===== src/hw/motor_bus_defines.svh =====
`ifndef MOTOR_BUS_DEFINES_SVH
`define MOTOR_BUS_DEFINES_SVH

// clock and internal oscillator rates
`define CLK_MHZ 200
`define OSC_KHZ 250
`define OSC_DIV ((`CLK_MHZ * 1000) / `OSC_KHZ)

// select-low clear time and overcurrent switch-off time, in microseconds
`define CLEAR_HOLD_TIME_US 100
`define OVC_OFF_TIME_US 100
`define CLEAR_TICKS ((`CLEAR_HOLD_TIME_US * `OSC_KHZ) / 1000)
`define OVC_TICKS ((`OVC_OFF_TIME_US * `OSC_KHZ) / 1000)

// host-side bus limits, microseconds
`define SEL_LOW_MIN_US 20
`define SEL_LOW_MAX_US 90
`define DIAG_VALID_MAX_US 10
`define DIAG_VALID_MAX_CYC ((`DIAG_VALID_MAX_US * `CLK_MHZ))

// apb register byte offsets
`define CTRL_OFFSET 8'h00
`define STATUS_OFFSET 8'h04
`define CMD_OFFSET 8'h08

// field positions
`define CTRL_FORCE_STANDBY 0
`define STATUS_STATE_LSB 0
`define STATUS_BR_OVC 2
`define STATUS_HS_OVC 3
`define STATUS_LEVEL_LSB 4

// reset values
`define CTRL_RESET 1'b0
`define DATA_CLEAR_CODE 4'hf

`endif


===== src/hw/motor_bus_pkg.sv =====
package motor_bus_pkg;

    // drive condition of one power output
    typedef enum logic [2:0] {
        DRV_OFF,
        DRV_SRC,
        DRV_SNK,
        DRV_SRC_140,
        DRV_SNK_140,
        DRV_SRC_10,
        DRV_SNK_10
    } drive_t;

    typedef struct packed {
        drive_t high_side;
        drive_t bridge_4;
        drive_t bridge_3;
        drive_t bridge_2;
        drive_t bridge_1;
    } drive_set_t;

    typedef enum logic [1:0] {
        ST_POWERUP,
        ST_LOCKED,
        ST_STANDBY,
        ST_ACTIVE
    } link_state_t;

endpackage : motor_bus_pkg


===== src/hw/ovc_timer.sv =====
`timescale 1ns/1ps
`default_nettype none

module ovc_timer #(
    parameter int TICKS = 25
) (
    input wire logic pclk,
    input wire logic presetn,
    input wire logic tick,
    input wire logic armed,
    input wire logic vds_high,
    input wire logic rearm,
    output logic trip,
    output logic tripped
);

    localparam int CW = $clog2(TICKS + 1);

    logic [CW-1:0] cnt_r;
    logic [CW-1:0] cnt_nxt;
    logic tripped_r;
    logic tripped_nxt;
    logic limiting;

    // counts oscillator ticks only while the output is on and in current limit
    assign limiting = armed & vds_high & ~tripped_r;
    assign trip = limiting & tick & (cnt_r == CW'(TICKS - 1));
    assign cnt_nxt = !limiting ? '0 : (tick ? cnt_r + CW'(1) : cnt_r);
    // a trip in the rearm cycle still wins
    assign tripped_nxt = trip | (tripped_r & ~rearm);
    assign tripped = tripped_r;

    // timer state
    always_ff @(posedge pclk or negedge presetn) begin
        if (!presetn) begin
            cnt_r <= '0;
            tripped_r <= 1'b0;
        end else begin
            cnt_r <= cnt_nxt;
            tripped_r <= tripped_nxt;
        end
    end

endmodule : ovc_timer

`default_nettype wire


===== src/hw/motor_driver_bus_control.sv =====
// Summary of operation
// - read mode low returns four bridge levels
// - read mode high returns fault code, overtemp, high-side
// - level bit high above 60%, low below 40%
// - write mode high selects load test currents
// - write mode low data 1111 clears all
// - select low 100us clears and enters standby
// - after power-up, long select low gives standby
// - select high at power-up gives standby
// - select low at power-up ignores bus
// - high-side full drive only enabled with bridges tristate
// - select low write executes, rising edge stores
// - select high ignores every bus input after the rising edge
// - select low read drives diagnostics, outputs hold
// - read/write may change while selected
// - limited output with high drop starts timer
// - timer expiry switches output off, sets flag
// - next write command re-enables tripped output
// - select window from oscillator, diag delay from pclk
// - overcurrent flags latched until next write or standby
// - selected write is transparent to outputs
// - write mode low decodes motor, brake, high-side
// - rising select with all inputs low: standby
`include "motor_bus_defines.svh"
`timescale 1ns/1ps
`default_nettype none

module motor_driver_bus_control #(
    parameter int OSC_DIV = `OSC_DIV,
    parameter int CLEAR_TICKS = `CLEAR_TICKS,
    parameter int OVC_TICKS = `OVC_TICKS
) (
    input wire logic pclk,
    input wire logic presetn,
    input wire logic psel,
    input wire logic penable,
    input wire logic pwrite,
    input wire logic [7:0] paddr,
    input wire logic [31:0] pwdata,
    output logic [31:0] prdata,
    output logic pready,
    output logic pslverr,
    input wire logic chip_select_low,
    input wire logic read_not_write,
    input wire logic mode,
    input wire logic [3:0] data_in,
    output logic [3:0] data_out,
    output logic data_oe,
    input wire logic [4:0] level_above_60,
    input wire logic [4:0] level_below_40,
    input wire logic [4:0] vds_above_40,
    input wire logic overtemp_in,
    input wire logic overvoltage_in,
    output motor_bus_pkg::drive_t bridge_output_1,
    output motor_bus_pkg::drive_t bridge_output_2,
    output motor_bus_pkg::drive_t bridge_output_3,
    output motor_bus_pkg::drive_t bridge_output_4,
    output motor_bus_pkg::drive_t high_side_output,
    output logic standby
);

    localparam int DW = $clog2(OSC_DIV);
    localparam int LW = $clog2(CLEAR_TICKS + 1);

    // command decode used by the live path only
    function automatic motor_bus_pkg::drive_set_t decode_cmd(input logic md, input logic [3:0] d);
        motor_bus_pkg::drive_set_t s;
        s = '{default: motor_bus_pkg::DRV_OFF};
        if (!md) begin
            unique case (d)
                4'h4: begin s.bridge_1 = motor_bus_pkg::DRV_SRC; s.bridge_4 = motor_bus_pkg::DRV_SNK; end
                4'h3: begin s.bridge_1 = motor_bus_pkg::DRV_SNK; s.bridge_4 = motor_bus_pkg::DRV_SRC; end
                4'h5: begin s.bridge_2 = motor_bus_pkg::DRV_SRC; s.bridge_4 = motor_bus_pkg::DRV_SNK; end
                4'h2: begin s.bridge_2 = motor_bus_pkg::DRV_SNK; s.bridge_4 = motor_bus_pkg::DRV_SRC; end
                4'h6: begin s.bridge_3 = motor_bus_pkg::DRV_SRC; s.bridge_4 = motor_bus_pkg::DRV_SNK; end
                4'h1: begin s.bridge_3 = motor_bus_pkg::DRV_SNK; s.bridge_4 = motor_bus_pkg::DRV_SRC; end
                4'h7: begin
                    s.bridge_1 = motor_bus_pkg::DRV_SNK;
                    s.bridge_2 = motor_bus_pkg::DRV_SNK;
                    s.bridge_3 = motor_bus_pkg::DRV_SNK;
                    s.bridge_4 = motor_bus_pkg::DRV_SNK;
                end
                4'h8: s.high_side = motor_bus_pkg::DRV_SRC;
                default: s = '{default: motor_bus_pkg::DRV_OFF};
            endcase
        end else begin
            unique case (d[2:0])
                3'h2: s.bridge_4 = motor_bus_pkg::DRV_SRC_140;
                3'h1: s.bridge_4 = motor_bus_pkg::DRV_SNK_140;
                3'h6: begin
                    s.bridge_1 = motor_bus_pkg::DRV_SNK_10;
                    s.bridge_2 = motor_bus_pkg::DRV_SNK_10;
                    s.bridge_3 = motor_bus_pkg::DRV_SNK_10;
                    s.bridge_4 = motor_bus_pkg::DRV_SRC_140;
                    s.high_side = motor_bus_pkg::DRV_SRC_10;
                end
                default: s = '{default: motor_bus_pkg::DRV_OFF};
            endcase
        end
        return s;
    endfunction : decode_cmd

    logic [6:0] sync1_r;
    logic [6:0] sync2_r;
    logic cs_prev_r;
    logic [1:0] start_cnt_r;
    logic [DW-1:0] div_cnt_r;
    logic tick_r;
    logic [LW-1:0] low_cnt_r;
    logic [LW-1:0] low_cnt_nxt;
    motor_bus_pkg::link_state_t state_r;
    motor_bus_pkg::link_state_t state_nxt;
    motor_bus_pkg::drive_set_t cmd_r;
    motor_bus_pkg::drive_set_t cmd_nxt;
    motor_bus_pkg::drive_set_t drv_r;
    motor_bus_pkg::drive_set_t drv_nxt;
    logic wrote_r;
    logic [4:0] lvl_r;
    logic [4:0] lvl_nxt;
    logic br_ovc_r;
    logic hs_ovc_r;
    logic [3:0] data_out_r;
    logic data_oe_r;
    logic standby_r;
    logic ctrl_force_r;
    logic [31:0] prdata_r;
    logic pready_r;
    logic pslverr_r;
    logic cs_s;
    logic rw_s;
    logic mode_s;
    logic [3:0] data_s;
    logic fall;
    logic rise;
    logic start_done;
    logic low_expired;
    logic active;
    logic wr_cycle;
    logic rd_cycle;
    logic zero_inputs;
    logic rearm;
    logic [4:0] armed;
    logic [4:0] trip;
    logic [4:0] tripped;
    logic [3:0] diag;
    logic [1:0] fault_code;
    logic access;
    logic apb_wr;
    logic sel_ctrl;
    logic sel_status;
    logic sel_cmd;
    logic [31:0] rd_mux;

    // synchronised pins: first stage feeds only the second
    assign cs_s = sync2_r[6];
    assign rw_s = sync2_r[5];
    assign mode_s = sync2_r[4];
    assign data_s = sync2_r[3:0];
    assign fall = cs_prev_r & ~cs_s;
    assign rise = ~cs_prev_r & cs_s;
    assign start_done = (start_cnt_r == 2'h3);
    assign active = (state_r == motor_bus_pkg::ST_ACTIVE);
    assign wr_cycle = active & ~cs_s & ~rw_s;
    assign rd_cycle = active & ~cs_s & rw_s;
    assign zero_inputs = ~rw_s & ~mode_s & (data_s == 4'h0);
    assign low_expired = (low_cnt_r >= LW'(CLEAR_TICKS));

    // two-stage sync of the bus pins
    always_ff @(posedge pclk or negedge presetn) begin
        if (!presetn) begin
            sync1_r <= 7'h40;
            sync2_r <= 7'h40;
            cs_prev_r <= 1'b1;
            start_cnt_r <= 2'h0;
        end else begin
            sync1_r <= {chip_select_low, read_not_write, mode, data_in};
            sync2_r <= sync1_r;
            cs_prev_r <= cs_s;
            start_cnt_r <= start_done ? start_cnt_r : start_cnt_r + 2'h1;
        end
    end

    // oscillator tick divided down from pclk
    always_ff @(posedge pclk or negedge presetn) begin
        if (!presetn) begin
            div_cnt_r <= '0;
            tick_r <= 1'b0;
        end else begin
            div_cnt_r <= (div_cnt_r == DW'(OSC_DIV - 1)) ? '0 : div_cnt_r + DW'(1);
            tick_r <= (div_cnt_r == DW'(OSC_DIV - 1));
        end
    end

    // select-low time in oscillator ticks, saturating
    assign low_cnt_nxt = cs_s ? '0 : ((tick_r && !low_expired) ? low_cnt_r + LW'(1) : low_cnt_r);

    always_ff @(posedge pclk or negedge presetn) begin
        if (!presetn) begin
            low_cnt_r <= '0;
        end else begin
            low_cnt_r <= low_cnt_nxt;
        end
    end

    // link state; standby can be left only by a fresh falling select edge
    always_comb begin
        state_nxt = state_r;
        unique case (state_r)
            motor_bus_pkg::ST_POWERUP: begin
                if (start_done && cs_s) begin
                    state_nxt = motor_bus_pkg::ST_STANDBY;
                end else if (start_done) begin
                    state_nxt = motor_bus_pkg::ST_LOCKED;
                end
            end
            motor_bus_pkg::ST_LOCKED: begin
                // bus ignored until high then low
                if (cs_s || low_expired) begin
                    state_nxt = motor_bus_pkg::ST_STANDBY;
                end
            end
            motor_bus_pkg::ST_STANDBY: begin
                if (fall && !ctrl_force_r) begin
                    state_nxt = motor_bus_pkg::ST_ACTIVE;
                end
            end
            motor_bus_pkg::ST_ACTIVE: begin
                if (ctrl_force_r || low_expired || (rise && zero_inputs)) begin
                    state_nxt = motor_bus_pkg::ST_STANDBY;
                end
            end
        endcase
    end

    // command register follows the bus while selected for writing
    always_comb begin
        cmd_nxt = cmd_r;
        if (state_nxt != motor_bus_pkg::ST_ACTIVE) begin
            cmd_nxt = '{default: motor_bus_pkg::DRV_OFF};
        end else if (wr_cycle) begin
            if (!mode_s && data_s == `DATA_CLEAR_CODE) begin
                cmd_nxt = '{default: motor_bus_pkg::DRV_OFF};
            end else begin
                cmd_nxt = decode_cmd(mode_s, data_s);
            end
        end
    end

    // stored command held after the rising edge
    always_ff @(posedge pclk or negedge presetn) begin
        if (!presetn) begin
            state_r <= motor_bus_pkg::ST_POWERUP;
            cmd_r <= '{default: motor_bus_pkg::DRV_OFF};
            wrote_r <= 1'b0;
        end else begin
            state_r <= state_nxt;
            cmd_r <= cmd_nxt;
            wrote_r <= rise ? 1'b0 : (wrote_r | wr_cycle);
        end
    end

    // a stored write command rearms tripped outputs
    assign rearm = active & rise & wrote_r;
    assign armed[0] = active & (cmd_r.bridge_1 != motor_bus_pkg::DRV_OFF);
    assign armed[1] = active & (cmd_r.bridge_2 != motor_bus_pkg::DRV_OFF);
    assign armed[2] = active & (cmd_r.bridge_3 != motor_bus_pkg::DRV_OFF);
    assign armed[3] = active & (cmd_r.bridge_4 != motor_bus_pkg::DRV_OFF);
    assign armed[4] = active & (cmd_r.high_side != motor_bus_pkg::DRV_OFF);

    for (genvar i = 0; i < 5; i++) begin : g_ovc
        ovc_timer #(
            .TICKS(OVC_TICKS)
        ) u_ovc (
            .pclk(pclk),
            .presetn(presetn),
            .tick(tick_r),
            .armed(armed[i]),
            .vds_high(vds_above_40[i]),
            .rearm(rearm),
            .trip(trip[i]),
            .tripped(tripped[i])
        );
    end

    always_comb begin
        drv_nxt = cmd_r;
        if (tripped[0] || trip[0]) drv_nxt.bridge_1 = motor_bus_pkg::DRV_OFF;
        if (tripped[1] || trip[1]) drv_nxt.bridge_2 = motor_bus_pkg::DRV_OFF;
        if (tripped[2] || trip[2]) drv_nxt.bridge_3 = motor_bus_pkg::DRV_OFF;
        if (tripped[3] || trip[3]) drv_nxt.bridge_4 = motor_bus_pkg::DRV_OFF;
        if (tripped[4] || trip[4]) drv_nxt.high_side = motor_bus_pkg::DRV_OFF;
    end

    // hysteresis keeps the last crossed threshold
    assign lvl_nxt = level_above_60 | (lvl_r & ~level_below_40);

    // overvoltage outranks overcurrent, bridge before high side
    assign fault_code = overvoltage_in ? 2'h3 : (br_ovc_r ? 2'h1 : (hs_ovc_r ? 2'h2 : 2'h0));
    // with mode low, bit n carries bridge output n+1
    assign diag = mode_s ? {lvl_r[4], overtemp_in, fault_code} : lvl_r[3:0];

    // flags latch until a write command or leaving active; a new trip wins
    // diagnostics on the bus only while reading
    always_ff @(posedge pclk or negedge presetn) begin
        if (!presetn) begin
            drv_r <= '{default: motor_bus_pkg::DRV_OFF};
            lvl_r <= 5'h00;
            br_ovc_r <= 1'b0;
            hs_ovc_r <= 1'b0;
            data_out_r <= 4'h0;
            data_oe_r <= 1'b0;
            standby_r <= 1'b0;
        end else begin
            drv_r <= drv_nxt;
            lvl_r <= lvl_nxt;
            br_ovc_r <= (|trip[3:0]) | (br_ovc_r & ~rearm & active);
            hs_ovc_r <= trip[4] | (hs_ovc_r & ~rearm & active);
            data_out_r <= rd_cycle ? diag : 4'h0;
            data_oe_r <= rd_cycle;
            standby_r <= (state_nxt == motor_bus_pkg::ST_STANDBY);
        end
    end

    // apb decode; one wait state so read data comes from a register
    assign access = psel & penable;
    assign apb_wr = access & pready_r & pwrite;
    assign sel_ctrl = (paddr == `CTRL_OFFSET);
    assign sel_status = (paddr == `STATUS_OFFSET);
    assign sel_cmd = (paddr == `CMD_OFFSET);
    assign rd_mux = sel_ctrl ? {31'h0, ctrl_force_r} :
                    sel_status ? {23'h0, lvl_r, hs_ovc_r, br_ovc_r, state_r} :
                    sel_cmd ? {17'h0, cmd_r} : 32'h0;

    // apb slave registers; unmapped offsets answer with pslverr
    always_ff @(posedge pclk or negedge presetn) begin
        if (!presetn) begin
            ctrl_force_r <= `CTRL_RESET;
            prdata_r <= 32'h0;
            pready_r <= 1'b0;
            pslverr_r <= 1'b0;
        end else begin
            pready_r <= access & ~pready_r;
            pslverr_r <= access & ~pready_r & ~(sel_ctrl | sel_status | sel_cmd);
            prdata_r <= (access && !pready_r && !pwrite) ? rd_mux : 32'h0;
            if (apb_wr && sel_ctrl) begin
                ctrl_force_r <= pwdata[`CTRL_FORCE_STANDBY];
            end
        end
    end

    assign prdata = prdata_r;
    assign pready = pready_r;
    assign pslverr = pslverr_r;
    assign data_out = data_out_r;
    assign data_oe = data_oe_r;
    assign bridge_output_1 = drv_r.bridge_1;
    assign bridge_output_2 = drv_r.bridge_2;
    assign bridge_output_3 = drv_r.bridge_3;
    assign bridge_output_4 = drv_r.bridge_4;
    assign high_side_output = drv_r.high_side;
    assign standby = standby_r;
endmodule : motor_driver_bus_control

`default_nettype wire


===== config.mk =====
export PLATFORM = sky130hd
export DESIGN_NAME = motor_driver_bus_control
export DESIGN_NICKNAME = d
export VERILOG_FILES = /design/src/hw/motor_bus_pkg.sv /design/src/hw/ovc_timer.sv /design/src/hw/motor_driver_bus_control.sv
export VERILOG_INCLUDE_DIRS = /design/src /design/src/hw
export SDC_FILE = /design/constraint.sdc
export NUM_CORES = 1
export LEC_CHECK = 0
export BUFFER_PORTS_ARGS = -buffer_cell sky130_fd_sc_hd__buf_2
export CORE_ASPECT_RATIO = 1.25
export CORE_UTILIZATION = 45
export DETAILED_ROUTE_END_ITERATION = 16
export PLACE_DENSITY = 0.69
export SYNTH_ARGS = -nofsm -noshare
export SYNTH_HDL_FRONTEND = slang
export SYNTH_SLANG_ARGS = --single-unit
export TNS_END_PERCENT = 20

===== constraint.sdc =====
create_clock -name pclk -period 3.7 [get_ports pclk]
set_input_delay 0.37 -clock pclk [delete_from_list [all_inputs] [get_ports pclk]]
set_output_delay 0.37 -clock pclk [all_outputs]
set_load 0.02 [all_outputs]

==> impl_metrics.yaml <==
global_route:
  grtUsageTotal_pct: 18.3
  grt_max_degree: 71
  antenna_found_initial: 0
  use_met3_pct: 5.31
  grt_pass1_vias: 3611
  grt_pass1_wl_um: 16800
  grt-ovfl-total: 0
  top_usage_layer: "met2"
  grt_util_met1_pct: 22.6
  grtUsageMet2_pct: 30.2
final_layout:
  fin_nets: 639
  fin_util_pct: 55.9
  syn2layout_area_growth_pct: 19.5
  n_antenna_cell: 0
  nFillCells: 917
  fin_cells: 704
  multiInputGateArea_um2: 2000
  drive_gt1_share_pct: 21.4
  seq_area_um2: 3030
yosys:
  synthTopCellsByArea: "dfrtp_1, nor2_1, xor2_1"
  synth_top_area_share_pct: 56.1
  synth_common_cells: "dfrtp_1, nor2_1, nand2_1, xor2_1, inv_1"
  synth_xor_area_share_pct: 5.66
  synth_cell_type_count: 53
  synthAdderAreaFrac_pct: 3.33
  async_flop_share_pct: 100
  synth_edf_count: 0
  syn_inst: 479
  yosysTopAreaCell: "dfrtp_1"
  synth_flop_cell: "dfrtp_1"
  synth-simple-area-share_pct: 17.5
  yosys_warnings: 0
  synthMuxAreaShare_pct: 2.14
  synth_compound_area_share_pct: 8.01
  synth_seq_cells: 121
  syn_area_per_cell_um2: 11.0
  ys_seq_area_share_pct: 57.6
  syn-cell-area_um2: 5260
  synth_top_family_by_area: "simple AND/OR/NAND/NOR gates"
  synth_most_common_cell: "dfrtp_1"
clock_network:
  clk_pin_slew_ps: 50
  cts_tree: "built"
  cts_hold_buf: 0
  cts_root_buf: "clkbuf_16"
  cts_resized: 0
  clock_path_buffers: 2
  ctsHtreeMaxLevel: 4
  cts_setup_buffers: 0
  insertion_delay_ps: 410
  cts.sinks: 121
  numCtsBuffers: 17
placed_design:
  hpwl_um: 7070
  place_congestion: 0.817
  dp.cells: 672
  dp_slack_ps: 1650
  port_buffers: 73
critical_path:
  path_class: "reg -> reg"
  r2r-end: "standby$_DFF_PN0_"
  reg2reg_slack_ps: 1630
  timing.rr.start: "low_cnt_r[1]$_DFFE_PN0P_"
  ff2ff_path_depth: 6
  endpoint_kind: "flip-flop"
  start_kind: "flip-flop"
  arrival_ps: 2370
  path_max_fanout: 13
  required_ps: 3990
timing:
  fin_skew_ps: 5.08
  setup_viol: 0
  fin_crit_ps: 2070
  slew_viol_final: 0
  fmax_ghz: 0.482
  rsz0062_at_grt: "no"
  finalCritPeriodShare_pct: 56.1
  setup_tns_ps: 0
  worst_pin_slew_ps: 773
  hold_violations: 8
  relSlewSlack_pct: 48.5
  fin_hold_ws_ps: -15.3
  fin_ws_ps: 1630
flow_run:
  max_cap_violations: 0
floorplanning:
  die_area_um2: 12100
  num_io_pins: 124
  fp.dieW_um: 98.7
  std_cell_rows: 43
  core_um2: 11200
  die_h_um: 123
  initial_core_util_pct: 46.8
detailed_routing:
  route.vias.total: 3660
  dr.pass1.iters: 4
  avgViaCountPerCell: 5.20
  drc: 0
  postRouteAntennaNets: 0
  post_drt_wl_per_cell_um: 14.4
  drt-total-wl_um: 10200
  drt_iter0_markers: 243
worst_hold_path:
  hold_path.class: "in -> async"
outcome:
  violations: "negative hold slack"
  outcome: "complete, but fails checks"
power:
  p_per_area_nw_per_um2: 557
  vdd_drop_max_uv: 386
  power_leakage_nw: 3.01
## critical path, cell delays in order, from the launching register on
cell	delay [ps]
dfrtp_1	380
inv_1	80
ha_1	180
nor4_1	450
nor2_1	160
o22a_1	440
and2_1	280
## layer usage
layer | routed length (um) | share of wire, %
met5 | 0 | 0
met1 | 4430 | 44
met2 | 5080 | 50
met3 | 478 | 4.7
met4 | 182 | 1.8
## metrics by stage
stage | total power, mW | hold slack (ps) | instance area, um2
after floorplan | 1.73 | 74.4 | 5330
after global placement | 1.85 | 334 | 5680
after detailed placement | 1.85 | 336 | 5680
after CTS | 3.53 | 19.4 | 6290
after global routing | 3.65 | 36.2 | 6290
final | 3.50 | -15.3 | 6290
## worst max path at each step
stage                                 to  slack [ps]                      from  cells past startpoint
floorplan           cmd_r[3]$_DFFE_PN0P_        2040  low_cnt_r[0]$_DFFE_PN0P_                      6
global placement       standby$_DFF_PN0_        1690  low_cnt_r[0]$_DFFE_PN0P_                      5
detailed placement     standby$_DFF_PN0_        1650  low_cnt_r[0]$_DFFE_PN0P_                      5
CTS                    standby$_DFF_PN0_        1620  low_cnt_r[0]$_DFFE_PN0P_                      5
global route           standby$_DFF_PN0_        1390  low_cnt_r[1]$_DFFE_PN0P_                      6
finish                 standby$_DFF_PN0_        1630  low_cnt_r[1]$_DFFE_PN0P_                      6
## layout by cell type (no fill, tap or decap), drive strengths merged, types with 11 or more instances in the layout
master / synthesis / final
a21oi: 19 / 19
conb: 1 / 19
and2: 16 / 16
nor2: 72 / 72
nand4: 16 / 16
clkbuf: 9 / 18
ha: 14 / 14
xor2: 23 / 23
inv: 22 / 23
dfrtp: 118 / 118
nand2: 28 / 28
xnor2: 11 / 11
buf: 26 / 75
## registers in the layout, indices dropped and copies added, names as in the netlist, 2 cells and up
name                 flops
div_cnt_r               10
lvl_r                    5
g_ovc.u_ovc.cnt_r       25
start_cnt_r              2
bridge_output_4          3
cmd_r                   11
g_ovc.u_ovc.tripped      5
sync2_r                  7
prdata                  14
data_out                 4
sync1_r                  7
bridge_output_2          3
bridge_output_1          3
bridge_output_3          3
state_r                  2
high_side_output         2
low_cnt_r                5
## cell type report
class	instances	share of cell area (%)
inverter	22	1.31
multi-input combinational	319	31.8
clock inverter	14	2.77
tap	135	2.69
clock buffer	18	6.98
timing repair buffer	75	6.29
sequential	121	48.2
## power breakdown
part | switching, mW | internal (mW)
Sequential | 0.0743 | 1.40
Combinational | 0.235 | 0.115
Clock | 0.598 | 1.08
## cells by family (layout without fill, tap and decap cells)
kind of cell | Yosys count | count (layout)
AOI/OAI and AO/OA | 58 | 58
xor gates and xnor gates | 34 | 34
adders and majority gates | 14 | 14
buffers and inverters | 57 | 129
DFF | 121 | 121
muxes | 11 | 11
other | 1 | 19
and+or+nand+nor | 183 | 183
(Power assumes the default switching activity.)
